File: config.mk
export PLATFORM = sky130hd
export DESIGN_NAME = vector_bit_branch_compare
export DESIGN_NICKNAME = d
export VERILOG_FILES = /design/src/rtl/vbb_pkg.sv /design/src/rtl/element_lane_unit.sv /design/src/rtl/branch_cond_unit.sv /design/src/rtl/vector_bit_branch_compare.sv
export VERILOG_INCLUDE_DIRS = /design/src /design/src/rtl
export SDC_FILE = /design/constraint.sdc
export NUM_CORES = 2
export LEC_CHECK = 0
export BUFFER_PORTS_ARGS = -buffer_cell sky130_fd_sc_hd__buf_2
export CELL_PAD_IN_SITES_DETAIL_PLACEMENT = 1
export CELL_PAD_IN_SITES_GLOBAL_PLACEMENT = 1
export CORE_AREA = 3 3 254 256
export CTS_BUF_LIST = sky130_fd_sc_hd__clkbuf_16
export DETAILED_ROUTE_END_ITERATION = 10
export DIE_AREA = 0 0 257 259
export GPL_ROUTABILITY_DRIVEN = 0
export HOLD_SLACK_MARGIN = 0.08
export PLACE_DENSITY_LB_ADDON = 0.3
export SYNTH_ARGS = -nofsm -noshare
export SYNTH_HDL_FRONTEND = slang
export SYNTH_HIERARCHICAL = 1
export SYNTH_SLANG_ARGS = --single-unit
File: constraint.sdc
create_clock -name clock -period 3.85 [get_ports clock]
set_clock_uncertainty 0.15 [all_clocks]
set_input_delay 0.1925 -clock clock [delete_from_list [all_inputs] [get_ports clock]]
set_output_delay 0.1925 -clock clock [all_outputs]
set_load 0.05 [all_outputs]
File: src/rtl/vbb_map.svh
`ifndef VBB_MAP_SVH
`define VBB_MAP_SVH

// ****************************************************************
// widths of the datapath
// ****************************************************************
`define VEC_W       128
`define PC_W        32
`define OFF_W       16
`define IMM_W       8
`define BIDX_W      6
`define NUM_FMT     4

// ****************************************************************
// branch address arithmetic
// ****************************************************************
`define WORD_SHIFT  2
`define INSN_BYTES  32'h0000_0004
`define PC_RESET    32'h0000_0000

`endif

File: src/rtl/vbb_pkg.sv
package vbb_pkg;

  typedef enum logic [1:0] {
    FMT_BYTE,
    FMT_HALF,
    FMT_WORD,
    FMT_DOUBLE
  } data_format_t;

  typedef enum logic [3:0] {
    OP_NONE,
    OP_BRANCH_IF_NONZERO_ELEM,
    OP_BRANCH_IF_NONZERO_VEC,
    OP_BRANCH_IF_ZERO_ELEM,
    OP_BRANCH_IF_ZERO_VEC,
    OP_VECTOR_BIT_SELECT,
    OP_IMMEDIATE_BIT_SELECT,
    OP_VECTOR_BIT_FORCE_ONE,
    OP_IMMEDIATE_BIT_FORCE_ONE,
    OP_VECTOR_EQUAL_COMPARE
  } op_t;

endpackage

File: src/rtl/element_lane_unit.sv
`timescale 1ns/1ps
`include "vbb_map.svh"

// per-element bit force and equality compare for all four formats
module element_lane_unit
  import vbb_pkg::*;
(
  input  wire data_format_t        data_format,
  input  wire logic [`VEC_W-1:0]   source_vector,
  input  wire logic [`VEC_W-1:0]   second_vector,
  input  wire logic [`BIDX_W-1:0]  bit_index_imm,
  output logic      [`VEC_W-1:0]   equal_res,
  output logic      [`VEC_W-1:0]   force_reg_res,
  output logic      [`VEC_W-1:0]   force_imm_res
);

  logic [`NUM_FMT-1:0][`VEC_W-1:0] eq_f;
  logic [`NUM_FMT-1:0][`VEC_W-1:0] setr_f;
  logic [`NUM_FMT-1:0][`VEC_W-1:0] seti_f;

  function automatic logic [`VEC_W-1:0] pick_fmt(
    input logic [`NUM_FMT-1:0][`VEC_W-1:0] arr,
    input data_format_t                     fmt
  );
    pick_fmt = arr[fmt];
  endfunction

  // ****************************************************************
  // one generate branch per format, one lane per element
  // ****************************************************************
  genvar f, e;
  generate
    for (f = 0; f < `NUM_FMT; f++) begin : g_fmt
      localparam int EW = 8 << f;
      localparam int LW = 3 + f;
      localparam int NE = `VEC_W / EW;
      for (e = 0; e < NE; e++) begin : g_elem
        wire logic [EW-1:0] a_el = source_vector[e*EW +: EW];
        wire logic [EW-1:0] b_el = second_vector[e*EW +: EW];
        // position modulo element width: low bits only, no trap case
        wire logic [LW-1:0] pos_r = b_el[LW-1:0];
        wire logic [LW-1:0] pos_i = bit_index_imm[LW-1:0];
        assign eq_f[f][e*EW +: EW]   = {EW{a_el == b_el}};
        assign setr_f[f][e*EW +: EW] = a_el | (EW'(1) << pos_r);
        assign seti_f[f][e*EW +: EW] = a_el | (EW'(1) << pos_i);
      end
    end
  endgenerate

  assign equal_res     = pick_fmt(eq_f, data_format);
  assign force_reg_res = pick_fmt(setr_f, data_format);
  assign force_imm_res = pick_fmt(seti_f, data_format);

endmodule

File: src/rtl/branch_cond_unit.sv
`timescale 1ns/1ps
`include "vbb_map.svh"

// zero tests on the vector under test, per element and whole vector
module branch_cond_unit
  import vbb_pkg::*;
(
  input  wire data_format_t       data_format,
  input  wire logic [`VEC_W-1:0]  test_vector,
  output logic                    any_elem_zero,
  output logic                    all_elem_nonzero,
  output logic                    vec_zero,
  output logic                    vec_nonzero
);

  logic [`NUM_FMT-1:0] zero_f;

  genvar f, e;
  generate
    for (f = 0; f < `NUM_FMT; f++) begin : g_fmt
      localparam int EW = 8 << f;
      localparam int NE = `VEC_W / EW;
      logic [NE-1:0] el_zero;
      for (e = 0; e < NE; e++) begin : g_elem
        assign el_zero[e] = ~|test_vector[e*EW +: EW];
      end
      assign zero_f[f] = |el_zero;
    end
  endgenerate

  assign any_elem_zero    = zero_f[data_format];
  assign all_elem_nonzero = ~zero_f[data_format];
  assign vec_nonzero      = |test_vector;
  assign vec_zero         = ~|test_vector;

endmodule

File: src/rtl/vector_bit_branch_compare.sv
// Overview of operation
// - every vector branch lets its delay-slot instruction run, taken or not
// - target is delay-slot address plus offset words, shifted two, sign-extended
// - element non-zero branch taken only if every element is non-zero
// - whole-vector non-zero branch taken if any bit is set
// - element zero branch taken if some element equals zero
// - whole-vector zero branch taken only if all bits are zero
// - register select: destination bit picks first (0) or second (1) source
// - immediate select: destination bit picks source (0) or immediate bit (1)
// - register force-one sets bit at second-source element modulo width
// - immediate force-one sets the immediate-indexed bit in every element
// - equality compare writes all ones where equal, zeros otherwise
// - element ops cover width over element size lanes: 8,16,32,64 bits
// - force-one and compare never raise a data-dependent exception
`timescale 1ns/1ps
`include "vbb_map.svh"

module vector_bit_branch_compare
  import vbb_pkg::*;
(
  input  wire logic                clock,
  input  wire logic                rstn,
  input  wire logic                issue_valid,
  input  wire op_t                 op,
  input  wire data_format_t        data_format,
  input  wire logic [`VEC_W-1:0]   dest_vector,
  input  wire logic [`VEC_W-1:0]   source_vector,
  input  wire logic [`VEC_W-1:0]   second_vector,
  input  wire logic [`IMM_W-1:0]   byte_immediate,
  input  wire logic [`BIDX_W-1:0]  bit_index_imm,
  input  wire logic [`OFF_W-1:0]   branch_offset_imm,
  input  wire logic [`PC_W-1:0]    delay_slot_pc,
  output logic                     wr_en_ff,
  output logic      [`VEC_W-1:0]   result_ff,
  output logic                     branch_valid_ff,
  output logic                     branch_taken_ff,
  output logic      [`PC_W-1:0]    branch_target_ff,
  output logic      [`PC_W-1:0]    next_pc_ff,
  output logic                     delay_slot_run_ff,
  output logic                     data_exc_ff
);

  // ****************************************************************
  // op decoding
  // ****************************************************************
  function automatic logic is_branch_op(input op_t o);
    is_branch_op = (o == OP_BRANCH_IF_NONZERO_ELEM) ||
                   (o == OP_BRANCH_IF_NONZERO_VEC)  ||
                   (o == OP_BRANCH_IF_ZERO_ELEM)    ||
                   (o == OP_BRANCH_IF_ZERO_VEC);
  endfunction

  function automatic logic is_write_op(input op_t o);
    is_write_op = (o == OP_VECTOR_BIT_SELECT)       ||
                  (o == OP_IMMEDIATE_BIT_SELECT)    ||
                  (o == OP_VECTOR_BIT_FORCE_ONE)    ||
                  (o == OP_IMMEDIATE_BIT_FORCE_ONE) ||
                  (o == OP_VECTOR_EQUAL_COMPARE);
  endfunction

  wire logic is_branch = issue_valid && is_branch_op(op);
  wire logic is_write  = issue_valid && is_write_op(op);

  // ****************************************************************
  // element-wise datapath
  // ****************************************************************
  logic [`VEC_W-1:0] equal_res;
  logic [`VEC_W-1:0] force_reg_res;
  logic [`VEC_W-1:0] force_imm_res;

  element_lane_unit u_lanes (
    .data_format   (data_format),
    .source_vector (source_vector),
    .second_vector (second_vector),
    .bit_index_imm (bit_index_imm),
    .equal_res     (equal_res),
    .force_reg_res (force_reg_res),
    .force_imm_res (force_imm_res)
  );

  // destination acts as the per-bit selector
  wire logic [`VEC_W-1:0] sel_reg_res =
    (source_vector & ~dest_vector) | (second_vector & dest_vector);
  wire logic [`VEC_W-1:0] imm_rep = {(`VEC_W / `IMM_W){byte_immediate}};
  wire logic [`VEC_W-1:0] sel_imm_res =
    (source_vector & ~dest_vector) | (imm_rep & dest_vector);

  wire logic [`VEC_W-1:0] op_result =
    (op == OP_VECTOR_BIT_SELECT)       ? sel_reg_res   :
    (op == OP_IMMEDIATE_BIT_SELECT)    ? sel_imm_res   :
    (op == OP_VECTOR_BIT_FORCE_ONE)    ? force_reg_res :
    (op == OP_IMMEDIATE_BIT_FORCE_ONE) ? force_imm_res :
    equal_res;

  // ****************************************************************
  // branch condition and target
  // ****************************************************************
  logic any_elem_zero;
  logic all_elem_nonzero;
  logic vec_zero;
  logic vec_nonzero;

  // the tested vector travels on the second source port
  branch_cond_unit u_cond (
    .data_format      (data_format),
    .test_vector      (second_vector),
    .any_elem_zero    (any_elem_zero),
    .all_elem_nonzero (all_elem_nonzero),
    .vec_zero         (vec_zero),
    .vec_nonzero      (vec_nonzero)
  );

  wire logic cond_hit =
    (op == OP_BRANCH_IF_NONZERO_ELEM) ? all_elem_nonzero :
    (op == OP_BRANCH_IF_NONZERO_VEC)  ? vec_nonzero      :
    (op == OP_BRANCH_IF_ZERO_ELEM)    ? any_elem_zero    :
    (op == OP_BRANCH_IF_ZERO_VEC)     ? vec_zero         :
    1'b0;

  localparam int SEXT_W = `PC_W - `OFF_W - `WORD_SHIFT;

  wire logic [`PC_W-1:0] offset_bytes = {
    {SEXT_W{branch_offset_imm[`OFF_W-1]}},
    branch_offset_imm,
    {`WORD_SHIFT{1'b0}}
  };
  wire logic [`PC_W-1:0] target_pc = delay_slot_pc + offset_bytes;
  wire logic [`PC_W-1:0] seq_pc    = delay_slot_pc + `INSN_BYTES;

  // ****************************************************************
  // next values
  // ****************************************************************
  wire logic              nxt_wr_en      = is_write;
  wire logic [`VEC_W-1:0] nxt_result     = is_write ? op_result : result_ff;
  wire logic              nxt_br_valid   = is_branch;
  wire logic              nxt_br_taken   = is_branch && cond_hit;
  wire logic [`PC_W-1:0]  nxt_br_target  =
    is_branch ? target_pc : branch_target_ff;
  wire logic [`PC_W-1:0]  nxt_next_pc    =
    !is_branch ? next_pc_ff : (cond_hit ? target_pc : seq_pc);
  // the slot never gets squashed, whatever the outcome
  wire logic              nxt_slot_run   = is_branch;
  // no operation of this group has a data-dependent trap
  wire logic              nxt_data_exc   = 1'b0;

  // ****************************************************************
  // registers
  // ****************************************************************
  always_ff @(posedge clock) begin
    if (!rstn) begin
      wr_en_ff  <= 1'b0;
      result_ff <= '0;
    end else begin
      wr_en_ff  <= nxt_wr_en;
      result_ff <= nxt_result;
    end
  end

  always_ff @(posedge clock) begin
    if (!rstn) begin
      branch_valid_ff   <= 1'b0;
      branch_taken_ff   <= 1'b0;
      branch_target_ff  <= `PC_RESET;
      next_pc_ff        <= `PC_RESET;
      delay_slot_run_ff <= 1'b0;
      data_exc_ff       <= 1'b0;
    end else begin
      branch_valid_ff   <= nxt_br_valid;
      branch_taken_ff   <= nxt_br_taken;
      branch_target_ff  <= nxt_br_target;
      next_pc_ff        <= nxt_next_pc;
      delay_slot_run_ff <= nxt_slot_run;
      data_exc_ff       <= nxt_data_exc;
    end
  end
endmodule

==> flow_summary.toml <==
[outcome]
status = "finished clean"

[critical_path]
critical_path_class = "in2reg"
cp.arrival_ns = 3.74
worstPathMaxFanout = 12
critical_path_required_ns = 4.06
cp-start-kind = "primary input"
cp-end-kind = "flip-flop"

[power_and_ir_drop]
powerDensity_nw_per_um2 = 241
p_leak_nw = 11.7
peakVddDrop_uv = 358

[detailed_routing]
drtIter0Drc = 3123
avgRoutedWirePerCell_um = 27.8
vias = 29200
ant_nets = 0
dr.pass1.iters = 6
vias_per_cell = 6.32
drc = 0
drt-total-wl_mm = 129

[global_route]
overflow = 0
antenna_found_initial = 18
grt_start_max_net_pins = 156
grt_first_pass_wirelength_mm = 186
grt_util_all_layers = 0.365
grt_pass1_vias = 28100

[floorplanning]
dieWidth_um = 257
num_rows = 92
dieArea_um2 = 66600
coreArea_um2 = 62700
fp.dieH_um = 259
start_util = 0.356
ios = 652

[clock_network]
clk_pin_slew_ns = 0.09
clock-root-buffer = "clkbuf_16"
cts_tree = "built"
cts.sinks = 193
htreeDepth = 4
cts_buffer_depth = 2
cts_resized = 0
worstSkewPairLatency_ns = 0.52
numCtsBuffers = 17

[min_path]
hp-class = "in2reg"

[timing]
setup_viol = 0
rsz0062_at_grt = "false"
finalSetupTns_ns = 0
worst_slew_pin_slew_ns = 1.07
finalHoldViolations = 0
final.min_clock_period_ns = 3.53
slew_violations = 0
finalCritPeriodShare = 0.916
max_slew_margin = 0.285
timing.fmax_ghz = 0.283

[synth]
synth_nets = 3620
synth.distinct_cells = 96
ys.warnings.count = 6
synth_area_um2 = 22300
ys_ff_latch = 193
synthFlopType = "dfxtp_1"
syn_area_per_cell_um2 = 7.13
synth_cells = 3134
ys_seq_area_frac = 0.173
synth-edff-count = 0
synth-async-reset-ratio = 0

[layout]
seqCellArea_um2 = 3860
multi_input_area_um2 = 16500
finish.instance_area_um2 = 28400
num-nets-final = 4238
drive_gt1_frac = 0.233
areaGrowthSynthToFinish_pct = 27.3
n_fill_cell = 8025

[job]
max-cap-violations = 0

[placement]
place_area_um2 = 25800
dp_hpwl_mm = 96.7
io_buffers = 650
-- routing by layer --
layer | GRT usage | vias up | share of wire
met5 | 0 | - | 0.00047
met4 | 0.152 | 10 | 0.045
met3 | 0.0773 | 293 | 0.090
met2 | 0.591 | 1617 | 0.45
met1 | 0.471 | 14400 | 0.41
li1 | - | 12900 | -
-- sequential cells by signal, indices dropped and copies added, names as in the netlist --
name and flops:
branch_target_ff 32, wr_en_ff 1, branch_taken_ff 1, next_pc_ff 30, branch_valid_ff 1, result_ff 128
-- worst max-delay path: stages --
cell,delay (ns)
buf_2,0.16
nor4_1,0.54
nand4_1,0.37
nor4_2,0.46
nand2b_1,0.17
o221ai_2,0.10
nor2b_4,0.18
nor2_1,0.08
nor2_1,0.07
o211ai_1,0.15
buf_4,0.26
buf_4,0.21
nand2_1,0.07
o211ai_1,0.08
dlygate4sd3_1,0.57
a21oi_1,0.06
-- synthesized netlist by cell type, drive strengths merged (19+ instances only) --
library cell / count / share of area
a2111oi: 128 / 0.050
a211o: 33 / 0.013
a211oi: 138 / 0.047
a21o: 73 / 0.025
a21oi: 243 / 0.054
a221o: 34 / 0.015
a221oi: 26 / 0.010
a22oi: 30 / 0.010
and2: 20 / 0.0057
buf: 183 / 0.054
clkbuf: 181 / 0.031
dfxtp: 193 / 0.17
ha: 30 / 0.017
inv: 28 / 0.0047
mux2i: 132 / 0.059
nand2: 180 / 0.030
nand2b: 20 / 0.0056
nand3: 33 / 0.0074
nand4: 24 / 0.0076
nor2: 382 / 0.064
nor2b: 48 / 0.014
nor3: 156 / 0.035
nor4: 68 / 0.025
o21ai: 235 / 0.053
o21bai: 92 / 0.031
o221ai: 19 / 0.0080
o22ai: 24 / 0.0067
or2: 23 / 0.0064
xnor2: 27 / 0.011
xor2: 154 / 0.061
-- through the flow --
stage	utilization	setup WS, ns	power [mW]	cells	hold slack, ns
3_5_place_dp	0.412	0.0547	4.62	4385	0.296
4_1_cts	0.453	0.210	6.82	4610	0.0811
5_1_grt	0.453	0.138	7.10	4619	0.121
3_3_place_gp	0.412	0.131	4.60	4385	0.284
6_report	0.453	0.322	6.85	4626	0.112
2_1_floorplan	-	1.05	3.56	3134	0.179
-- placed cells by master (no fill, tap or decap), drive strengths merged, types with 9 or more instances in the layout --
cell type | synthesis | routed
or2 | 23 | 23
nand4 | 24 | 24
nand3b | 9 | 9
nor2 | 382 | 382
a2111oi | 128 | 128
nor4 | 68 | 68
a221oi | 26 | 26
nor3 | 156 | 156
xnor2 | 27 | 27
a21oi | 243 | 243
dfxtp | 193 | 193
mux2i | 132 | 132
o32ai | 11 | 11
a211o | 33 | 33
a21o | 73 | 73
o21ai | 235 | 235
or3 | 11 | 11
a31oi | 14 | 14
nand2b | 20 | 20
xor2 | 154 | 154
clkbuf | 181 | 17
nand2 | 180 | 180
and3 | 17 | 17
o21bai | 92 | 92
nor2b | 48 | 48
o22ai | 24 | 24
o211ai | 9 | 9
a22oi | 30 | 30
dlygate4sd3 | 0 | 193
a211oi | 138 | 138
nand3 | 33 | 33
a32oi | 18 | 18
o221ai | 19 | 19
diode | 0 | 15
buf | 183 | 770
and2 | 20 | 20
ha | 30 | 30
inv | 28 | 36
a221o | 34 | 34
-- final timing paths --
path	from	endpoint	slack [ns]	cells after the start
max reg2reg	next_pc_ff[28]$_SDFFE_PN0P_	next_pc_ff[28]$_SDFFE_PN0P_	2.70	4
min	second_vector[86]	result_ff[86]$_SDFFE_PN0P_	0.11	5
max	second_vector[9]	next_pc_ff[2]$_SDFFE_PN0P_	0.32	16
min reg2reg	branch_target_ff[11]$_SDFFE_PN0P_	branch_target_ff[11]$_SDFFE_PN0P_	0.31	2
-- what timing repair did --
| action | 4_1_cts | 5_1_grt |
|---|---|---|
| setup endpoints to repair | 0 | 1 |
| buffers inserted | 0 | 1 |
| endpoints found under the hold margin | 164 | 0 |
| hold buffers | 193 | 0 |
-- power by group --
part	switching (mW)	internal, mW
registers	0.0415	2.06
clock network	1.14	0.902
logic	1.79	0.929
-- cell families after synthesis --
logic type / Yosys count / synth area share
adders and majority gates: 31 / 0.0177
AOI/OAI and AO/OA: 1175 / 0.362
xor gates and xnor gates: 181 / 0.0713
muxes: 133 / 0.0596
DFF: 193 / 0.173
buffers and inverters: 392 / 0.0893
other: 1 / 0.000168
and+or+nand+nor: 1028 / 0.227
-- cell type report --
cell class,count,share of cell area
diodes,15,0.00132
clock buffers,17,0.0150
clock inverters,15,0.00713
inverters,28,0.00378
multi-input cells,2549,0.581
flip-flops and latches,193,0.136
well taps,846,0.0372
repair buffers,963,0.219
Note: power is estimated with default switching activity, not from simulation.
